--- src/fscs_pkg.sv ---
// Constants, register map and signal groups for the fault rollup block.
// Assumes a single APB clock domain and 32-bit APB data.
package fscs_pkg;

  // ****************************************
  // Register indices (byte address is four times the index)
  // ****************************************
  localparam logic [11:0] FSCS_IDX_ROLLUP = 12'h52d;
  localparam logic [11:0] FSCS_IDX_HOST = 12'h530;
  localparam logic [11:0] FSCS_IDX_CHAIN = 12'h531;
  localparam logic [11:0] FSCS_IDX_CLEAR = 12'h332;
  localparam logic [11:0] FSCS_IDX_MASK_A = 12'h340;
  localparam logic [11:0] FSCS_IDX_MASK_B = 12'h341;
  localparam int FSCS_MIN_ADDR_W = 14;

  // ****************************************
  // Reset values
  // ****************************************
  localparam logic [7:0] FSCS_RST_ROLLUP = 8'h00;
  localparam logic [7:0] FSCS_RST_HOST = 8'h00;
  localparam logic [7:0] FSCS_RST_CHAIN = 8'h00;
  localparam logic [7:0] FSCS_RST_MASK_A = 8'h00;
  localparam logic [7:0] FSCS_RST_MASK_B = 8'h00;

  // ****************************************
  // Field positions
  // ****************************************
  // Rollup
  localparam int FSCS_RU_PROT = 7;
  localparam int FSCS_RU_COMP = 6;
  localparam int FSCS_RU_FUSE = 5;
  localparam int FSCS_RU_LINK = 4;
  localparam int FSCS_RU_TEMP = 3;
  localparam int FSCS_RU_VOLT = 2;
  localparam int FSCS_RU_SYS = 1;
  localparam int FSCS_RU_SUPPLY = 0;
  // Host port status
  localparam int FSCS_HS_TX_RESP = 4;
  localparam int FSCS_HS_RX_RESP = 3;
  localparam int FSCS_HS_RX_CMD = 2;
  localparam int FSCS_HS_CLEAR = 1;
  localparam int FSCS_HS_STOP = 0;
  localparam logic [7:0] FSCS_HS_USED = 8'h1f;
  // Mask A
  localparam int FSCS_MA_PROT = 7;
  localparam int FSCS_MA_COMP = 6;
  localparam int FSCS_MA_FUSE = 5;
  localparam int FSCS_MA_OT = 4;
  localparam int FSCS_MA_UT = 3;
  localparam int FSCS_MA_OV = 2;
  localparam int FSCS_MA_UV = 1;
  localparam int FSCS_MA_SYS = 0;
  // Mask B
  localparam int FSCS_MB_SUPPLY = 5;
  localparam int FSCS_MB_HOST = 4;
  localparam int FSCS_MB_CHAIN = 3;
  localparam int FSCS_MB_HB = 2;
  localparam int FSCS_MB_TONE = 1;
  localparam int FSCS_MB_CALARM = 0;
  localparam logic [7:0] FSCS_MB_USED = 8'h3f;
  // Clear register
  localparam int FSCS_CL_HOST = 0;
  localparam int FSCS_CL_CHAIN = 1;

  // ****************************************
  // Signal groups
  // ****************************************
  // Levels: any bit set in each neighbouring fault register group
  typedef struct packed {
    logic protector_any;
    logic comparison_any;
    logic fuse_any;
    logic overtemp_any;
    logic undertemp_any;
    logic overvolt_any;
    logic undervolt_any;
    logic system_any;
    logic supply_any;
    logic heartbeat_missing;
    logic heartbeat_too_fast;
    logic alarm_tone_seen;
    logic chain_alarm_seen;
  } fscs_group_s;

  // One-cycle event pulses from the host serial port
  typedef struct packed {
    logic host_tx_resp_err;
    logic host_rx_resp_err;
    logic host_rx_cmd_err;
    logic link_clear_seen;
    logic unexpected_stop_seen;
    logic wake_ping;
    logic wake_pin_seen;
  } fscs_host_evt_s;

  // One-cycle event pulses from the chain ports, in status bit order
  typedef struct packed {
    logic low_port_tx_resp_err;
    logic low_port_rx_resp_err;
    logic low_port_rx_cmd_err;
    logic low_port_bit_err;
    logic high_port_tx_resp_err;
    logic high_port_rx_resp_err;
    logic high_port_rx_cmd_err;
    logic high_port_bit_err;
  } fscs_chain_evt_s;

  typedef enum logic [1:0] {
    FSCS_MODE_SHUTDOWN,
    FSCS_MODE_SLEEP,
    FSCS_MODE_ACTIVE
  } fscs_mode_e;

endpackage

--- src/fscs_top.sv ---
// Fault rollup, alarm pin and communication fault status, behind an APB slave.
// Assumes fault groups arrive as synchronous levels and port faults as
// one-cycle pulses, all on pclk.
`timescale 1ns/1ps
module fscs_top import fscs_pkg::*; #(
  parameter int ADDR_W = 14
) (
  // APB
  input wire logic pclk,
  input wire logic presetn,
  input wire logic psel,
  input wire logic penable,
  input wire logic pwrite,
  input wire logic [ADDR_W-1:0] paddr,
  input wire logic [31:0] pwdata,
  input wire logic [3:0] pstrb,
  output logic [31:0] prdata,
  output logic pready,
  output logic pslverr,
  // Fault sources
  input wire fscs_group_s group_in,
  input wire fscs_host_evt_s host_evt,
  input wire fscs_chain_evt_s chain_evt,
  input wire fscs_mode_e mode,
  // Alarm pin and clear strobes to neighbours
  output logic alarm_out_n,
  output logic host_debug_clear,
  output logic chain_debug_clear,
  output logic [7:0] clear_strobe
);

  // ****************************************
  // Parameter check
  // ****************************************
  if (ADDR_W < FSCS_MIN_ADDR_W) begin : g_addr_chk
    $error("ADDR_W too narrow for the register map");
  end

  // ****************************************
  // Helpers
  // ****************************************
  function automatic logic hit(input logic [ADDR_W-1:0] a, input logic [11:0] idx);
    logic [ADDR_W-1:0] byte_addr;
    byte_addr = ADDR_W'({idx, 2'b00});
    return a == byte_addr;
  endfunction

  function automatic logic gate(input logic fault, input logic blk);
    return fault & ~blk;
  endfunction

  // ****************************************
  // Storage
  // ****************************************
  logic [7:0] rollup_r;
  logic [7:0] rollup_nxt;
  logic [7:0] host_r;
  logic [7:0] host_nxt;
  logic [7:0] chain_r;
  logic [7:0] chain_nxt;
  logic [7:0] mask_a_r;
  logic [7:0] mask_b_r;
  logic [7:0] clear_r;
  logic [31:0] prdata_r;
  logic [31:0] prdata_nxt;
  logic pready_r;
  logic pslverr_r;
  logic alarm_n_r;
  logic host_dbg_r;
  logic chain_dbg_r;

  logic setup_ph;
  logic wr_ph;
  logic mapped;
  logic [7:0] host_set;
  logic [7:0] wbyte;

  assign setup_ph = psel & ~penable;
  assign wr_ph = psel & penable & pready_r & pwrite;
  // Only the low byte carries register data
  assign wbyte = pstrb[0] ? pwdata[7:0] : 8'h00;
  assign mapped = hit(paddr, FSCS_IDX_ROLLUP) | hit(paddr, FSCS_IDX_HOST)
                | hit(paddr, FSCS_IDX_CHAIN) | hit(paddr, FSCS_IDX_CLEAR)
                | hit(paddr, FSCS_IDX_MASK_A) | hit(paddr, FSCS_IDX_MASK_B);

  // ****************************************
  // APB handshake
  // ****************************************
  // Decode in the setup cycle so pready and prdata leave flops with no wait state
  always_ff @(posedge pclk or negedge presetn) begin
    if (!presetn) begin
      pready_r <= 1'b0;
      pslverr_r <= 1'b0;
    end else begin
      pready_r <= setup_ph;
      pslverr_r <= setup_ph & ~mapped;
    end
  end

  always_comb begin
    prdata_nxt = 32'h0000_0000;
    if (hit(paddr, FSCS_IDX_ROLLUP)) begin
      prdata_nxt[7:0] = rollup_r;
    end else if (hit(paddr, FSCS_IDX_HOST)) begin
      prdata_nxt[7:0] = host_r & FSCS_HS_USED;
    end else if (hit(paddr, FSCS_IDX_CHAIN)) begin
      prdata_nxt[7:0] = chain_r;
    end else if (hit(paddr, FSCS_IDX_MASK_A)) begin
      prdata_nxt[7:0] = mask_a_r;
    end else if (hit(paddr, FSCS_IDX_MASK_B)) begin
      prdata_nxt[7:0] = mask_b_r & FSCS_MB_USED;
    end else begin
      prdata_nxt = 32'h0000_0000;
    end
  end

  always_ff @(posedge pclk or negedge presetn) begin
    if (!presetn) begin
      prdata_r <= 32'h0000_0000;
    end else if (setup_ph && !pwrite) begin
      prdata_r <= prdata_nxt;
    end
  end

  // ****************************************
  // Mask registers
  // ****************************************
  // Writes to rollup and status words fall through and change nothing
  always_ff @(posedge pclk or negedge presetn) begin
    if (!presetn) begin
      mask_a_r <= FSCS_RST_MASK_A;
      mask_b_r <= FSCS_RST_MASK_B;
    end else if (wr_ph && pstrb[0]) begin
      if (hit(paddr, FSCS_IDX_MASK_A)) begin
        mask_a_r <= wbyte;
      end
      if (hit(paddr, FSCS_IDX_MASK_B)) begin
        mask_b_r <= wbyte & FSCS_MB_USED;
      end
    end
  end

  // ****************************************
  // Clear register
  // ****************************************
  // Self-clearing: holds a written 1 for one cycle, reads back 0
  always_ff @(posedge pclk or negedge presetn) begin
    if (!presetn) begin
      clear_r <= 8'h00;
    end else if (wr_ph && hit(paddr, FSCS_IDX_CLEAR)) begin
      clear_r <= wbyte;
    end else begin
      clear_r <= 8'h00;
    end
  end

  // ****************************************
  // Host port status
  // ****************************************
  always_comb begin
    host_set = 8'h00;
    host_set[FSCS_HS_TX_RESP] = host_evt.host_tx_resp_err;
    host_set[FSCS_HS_RX_RESP] = host_evt.host_rx_resp_err;
    host_set[FSCS_HS_RX_CMD] = host_evt.host_rx_cmd_err;
    host_set[FSCS_HS_CLEAR] = host_evt.link_clear_seen
      | (host_evt.wake_ping && (mode == FSCS_MODE_ACTIVE || mode == FSCS_MODE_SLEEP))
      | (host_evt.wake_pin_seen && mode == FSCS_MODE_ACTIVE);
    host_set[FSCS_HS_STOP] = host_evt.unexpected_stop_seen
      | (host_evt.wake_ping && mode == FSCS_MODE_ACTIVE);
  end

  // A fault arriving with the clear survives it
  assign host_nxt = ((clear_r[FSCS_CL_HOST] ? 8'h00 : host_r) | host_set)
                    & FSCS_HS_USED;

  always_ff @(posedge pclk or negedge presetn) begin
    if (!presetn) begin
      host_r <= FSCS_RST_HOST;
    end else begin
      host_r <= host_nxt;
    end
  end

  // ****************************************
  // Chain port status
  // ****************************************
  // Bit order of the event struct is the status bit order
  assign chain_nxt = (clear_r[FSCS_CL_CHAIN] ? 8'h00 : chain_r)
                   | chain_evt;

  always_ff @(posedge pclk or negedge presetn) begin
    if (!presetn) begin
      chain_r <= FSCS_RST_CHAIN;
    end else begin
      chain_r <= chain_nxt;
    end
  end

  // ****************************************
  // Debug detail clears and neighbour strobes
  // ****************************************
  always_ff @(posedge pclk or negedge presetn) begin
    if (!presetn) begin
      host_dbg_r <= 1'b0;
      chain_dbg_r <= 1'b0;
    end else begin
      host_dbg_r <= clear_r[FSCS_CL_HOST];
      chain_dbg_r <= clear_r[FSCS_CL_CHAIN];
    end
  end

  // ****************************************
  // Rollup and alarm pin
  // ****************************************
  // Recomputed every cycle from live levels, so clearing or masking drops it
  always_comb begin
    rollup_nxt = 8'h00;
    rollup_nxt[FSCS_RU_PROT] = gate(group_in.protector_any, mask_a_r[FSCS_MA_PROT]);
    rollup_nxt[FSCS_RU_COMP] = gate(group_in.comparison_any, mask_a_r[FSCS_MA_COMP]);
    rollup_nxt[FSCS_RU_FUSE] = gate(group_in.fuse_any, mask_a_r[FSCS_MA_FUSE]);
    rollup_nxt[FSCS_RU_LINK] = gate(|host_r, mask_b_r[FSCS_MB_HOST])
      | gate(|chain_r, mask_b_r[FSCS_MB_CHAIN])
      | gate(group_in.heartbeat_missing | group_in.heartbeat_too_fast,
             mask_b_r[FSCS_MB_HB])
      | gate(group_in.alarm_tone_seen, mask_b_r[FSCS_MB_TONE])
      | gate(group_in.chain_alarm_seen, mask_b_r[FSCS_MB_CALARM]);
    rollup_nxt[FSCS_RU_TEMP] = gate(group_in.overtemp_any, mask_a_r[FSCS_MA_OT])
      | gate(group_in.undertemp_any, mask_a_r[FSCS_MA_UT]);
    rollup_nxt[FSCS_RU_VOLT] = gate(group_in.overvolt_any, mask_a_r[FSCS_MA_OV])
      | gate(group_in.undervolt_any, mask_a_r[FSCS_MA_UV]);
    rollup_nxt[FSCS_RU_SYS] = gate(group_in.system_any, mask_a_r[FSCS_MA_SYS]);
    rollup_nxt[FSCS_RU_SUPPLY] = gate(group_in.supply_any,
                                      mask_b_r[FSCS_MB_SUPPLY]);
  end

  // Pin and rollup come from the same term so software sees what the pin shows
  always_ff @(posedge pclk or negedge presetn) begin
    if (!presetn) begin
      rollup_r <= FSCS_RST_ROLLUP;
      alarm_n_r <= 1'b1;
    end else begin
      rollup_r <= rollup_nxt;
      alarm_n_r <= ~|rollup_nxt;
    end
  end

  // ****************************************
  // Outputs
  // ****************************************
  assign prdata = prdata_r;
  assign pready = pready_r;
  assign pslverr = pslverr_r;
  assign alarm_out_n = alarm_n_r;
  assign host_debug_clear = host_dbg_r;
  assign chain_debug_clear = chain_dbg_r;
  assign clear_strobe = clear_r;

endmodule

--- config.mk ---
export PLATFORM = sky130hd
export DESIGN_NAME = fscs_top
export DESIGN_NICKNAME = d
export VERILOG_FILES = /design/src/fscs_pkg.sv /design/src/fscs_top.sv
export SDC_FILE = /design/constraint.sdc
export NUM_CORES = 1
export LEC_CHECK = 0
export BUFFER_PORTS_ARGS = -buffer_cell sky130_fd_sc_hd__buf_2
export CAP_MARGIN = 20
export CELL_PAD_IN_SITES_DETAIL_PLACEMENT = 0
export CELL_PAD_IN_SITES_GLOBAL_PLACEMENT = 1
export CORE_ASPECT_RATIO = 0.9
export CORE_MARGIN = 3
export CORE_UTILIZATION = 25
export DETAILED_ROUTE_END_ITERATION = 8
export PLACE_DENSITY_LB_ADDON = 0.1
export SLEW_MARGIN = 15
export SYNTH_ARGS = -nofsm -noshare
export SYNTH_HDL_FRONTEND = slang
export SYNTH_SLANG_ARGS = --single-unit
--- constraint.sdc ---
create_clock -name pclk -period 3.8 [get_ports pclk]
set_input_delay 0.95 -clock pclk [delete_from_list [all_inputs] [get_ports pclk]]
set_output_delay 0.95 -clock pclk [all_outputs]
set_load 0.05 [all_outputs]
==> results.toml <==
[synth]
ys_seq_area_share_pct = 51.64
async_reset_ff_share_pct = 100.0
ys_types = 50
synth_common_cells = "dfrtp_1 (55), buf_4 (24), mux2_2 (20), a21o_1 (11), inv_1 (11)"
synth_top_area_share_pct = 50.67
synth-simple-area-share_pct = 17.69
avgSynthCellArea_um2 = 11.97
yosys.area_share.adder_pct = 0.4606
synth_area_leaders = "dfrtp_1 (51%), mux2_2 (8.3%), buf_4 (6.6%), a21o_1 (3.0%), a22o_1 (2.3%)"
synthMuxAreaShare_pct = 8.291
synthXorXnorAreaFrac_pct = 0
yosysWarnings = 0
synth_seq_cells = 56
syn_area_mm2 = 0.002716
syn_inst = 227
synth_edf_count = 0
yosysMostFrequentCell = "dfrtp_1"
synth_compound_area_share_pct = 12.57
synth_top_family_by_area = "simple AND/OR/NAND/NOR gates"
synth_top_cell_by_area = "dfrtp_1"
synth_ff_type = "dfrtp_1"

[sta]
timing.final.crit_share_pct = 64.73
setup_tns_ps = 0
max_slew_margin_pct = 40.35
worstMarginPinSlew_ps = 894.7
grt_setup_unrepaired = "false"
setup_viol = 0
skew_ps = 7.907
hold_violations = 0
drv_slew = 0
fin_crit_ps = 2460
max_freq_mhz = 406.5

[clock_network]
tritoncts = "yes"
holdBufCountCts = 0
clk_path_buf_depth = 2
htreeDepth = 2
post_cts_buffers = 0
cts_root_buf = "clkbuf_16"
clkTransAtPathRegs_ps = 70
cts_made_buffers = 5
cts.sinks = 56
post_cts_resized = 0
clk_latency_ps = 290

[floorplan]
die_w_um = 115.9
boundaryPins = 130
dieArea_mm2 = 0.01215
core-area_mm2 = 0.01042
rows = 35
start_util_pct = 26.06
die_h_um = 104.9

[drt]
drc = 0
drt_iter0_drc = 41
wl_per_cell_um = 16.48
vias = 1924
vias_per_cell = 4.383
drt_wl_total_mm = 7.234
drt-pass1-iter-count = 4
ant_nets = 0

[placed_design]
port_buffers = 78
gp_congestion = 0.6882
dpl.hpwl_mm = 5.643

[setup_path]
endpoint_kind = "register"
cp_max_fo = 8
cp.required_ps = 4030
arrival_ps = 2690
cp_slowest_cell = "nor4_4"
criticalPathCategory = "input port to register"
crit_chain = "buf_2, or3_1, or2_4, nor4_4, and2_1"
start_kind = "input port"
slowest_delay_ps = 620

[power]
switching_power_mw = 0.3716
power_frac_seq_pct = 47.4
power_mw = 1.294
p_comb_share_pct = 14.6
max-vdd-ir-drop_v = 0.0002001
p_per_area_mw_per_mm2 = 389.2
p_clk_share_pct = 38.0
sw_frac_of_total_pct = 28.71
power_leakage_nw = 1.583
internal_power_mw = 0.9229

[final_layout]
area_delta_synth_final_pct = 22.43
final_layout_size_suffix_gt1_share_pct = 38.71
layout.nets = 395
diodes = 0
n_fill_cell = 1101

[global_route]
grt_usage_pct = 11.90
grt_pass1_wl_mm = 11.01
grt_max_degree = 40
antenna_found_initial = 0
grt_pass1_vias = 1958
gr-total-overflow = 0

[flow_run]
cap_violations = 0

[min_path]
hold_class = "register to register"

[run_status]
status = "completed"
-- state kept, by name (all words and copies together) (netlist names) --
signal,count
chain_debug_clear,1
clear_strobe,8
alarm_out_n,1
mask_a_r,8
rollup_r,8
pready,1
pslverr,1
host_debug_clear,1
prdata,8
mask_b_r,6
chain_r,8
host_r,5
-- cell families (layout without fill, tap and decap cells) --
group                    count (synthesis)  in the layout
AO/OA/AOI/OAI                           46             46
adder cells (fa/ha/maj)                  1              1
buffers and inverters                   40            100
flip-flops                              56             56
multiplexers                            20             20
other                                    1             24
AND/OR/NAND/NOR                         63             63
-- layout by cell type, fill, tap and decap left out, types with 9 or more instances in the layout --
cell type	count
dfrtp_1	55
mux2_2	20
a21oi_1	9
nor2_1	9
inv_1	11
and2_1	9
conb_1	24
buf_2	78
a21o_1	11
-- worst max-delay path, delay by kind of cell --
family                 cells  cell delay (ps)
AND/OR/NAND/NOR            4             1630
buffers and inverters      1              100
-- routing by layer --
metal / track usage, % / wire (µm)
met1: 16.84 / 3276
met2: 18.86 / 3503
met3: 2.316 / 404
met4: 2.486 / 50
met5: 0 / 0
-- worst paths after layout --
check                           startpoint           endpoint  slack, ps  cells past startpoint
setup / recovery                  paddr[9]    clear_strobe[2]       1340                      5
hold / removal             clear_strobe[1]  chain_debug_clear        400                      0
setup reg to reg                    pready        mask_a_r[3]       1970                      4
hold reg to reg            clear_strobe[1]  chain_debug_clear        400                      0
max in group asynchronous          presetn          host_r[2]       2230                      2
min in group asynchronous          presetn    clear_strobe[7]        780                      1
-- stage by stage --
stage / area [µm²] / instances / hold slack, ps / utilization, % / worst slack, ps
finish: 3326 / 439 / 399.9 / 31.91 / 1340
global route: 3326 / 439 / 423.1 / 31.91 / 1256
CTS: 3326 / 439 / 404.7 / 31.91 / 1298
detailed placement: 3168 / 431 / 387.5 / 30.40 / 981.8
global placement: 3168 / 431 / 385.4 / 30.40 / 984.9
floorplan: 2803 / 250 / 427.1 / - / 1516
-- power groups by stage --
stage                     Combinational [mW]  Clock (mW)  Sequential, mW
final                                  0.189       0.492           0.613
after global routing                   0.204       0.535           0.616
after CTS                              0.191       0.513           0.614
after detailed placement               0.191           0           0.626
after global placement                 0.191           0           0.626
after floorplan                        0.106           0           0.660
-- final cells by class --
| class | count | area [µm²] | area share, % |
|---|---|---|---|
| well taps | 129 | 161.4 | 4.853 |
| multi-input cells | 154 | 1150 | 34.57 |
| clock buffers | 6 | 138.9 | 4.176 |
| clock inverters | 2 | 18.77 | 0.5643 |
| repair buffers | 81 | 412.9 | 12.42 |
| flip-flops and latches | 56 | 1403 | 42.17 |
| inverters | 11 | 41.29 | 1.242 |
Power figures use the tool's default switching activity.
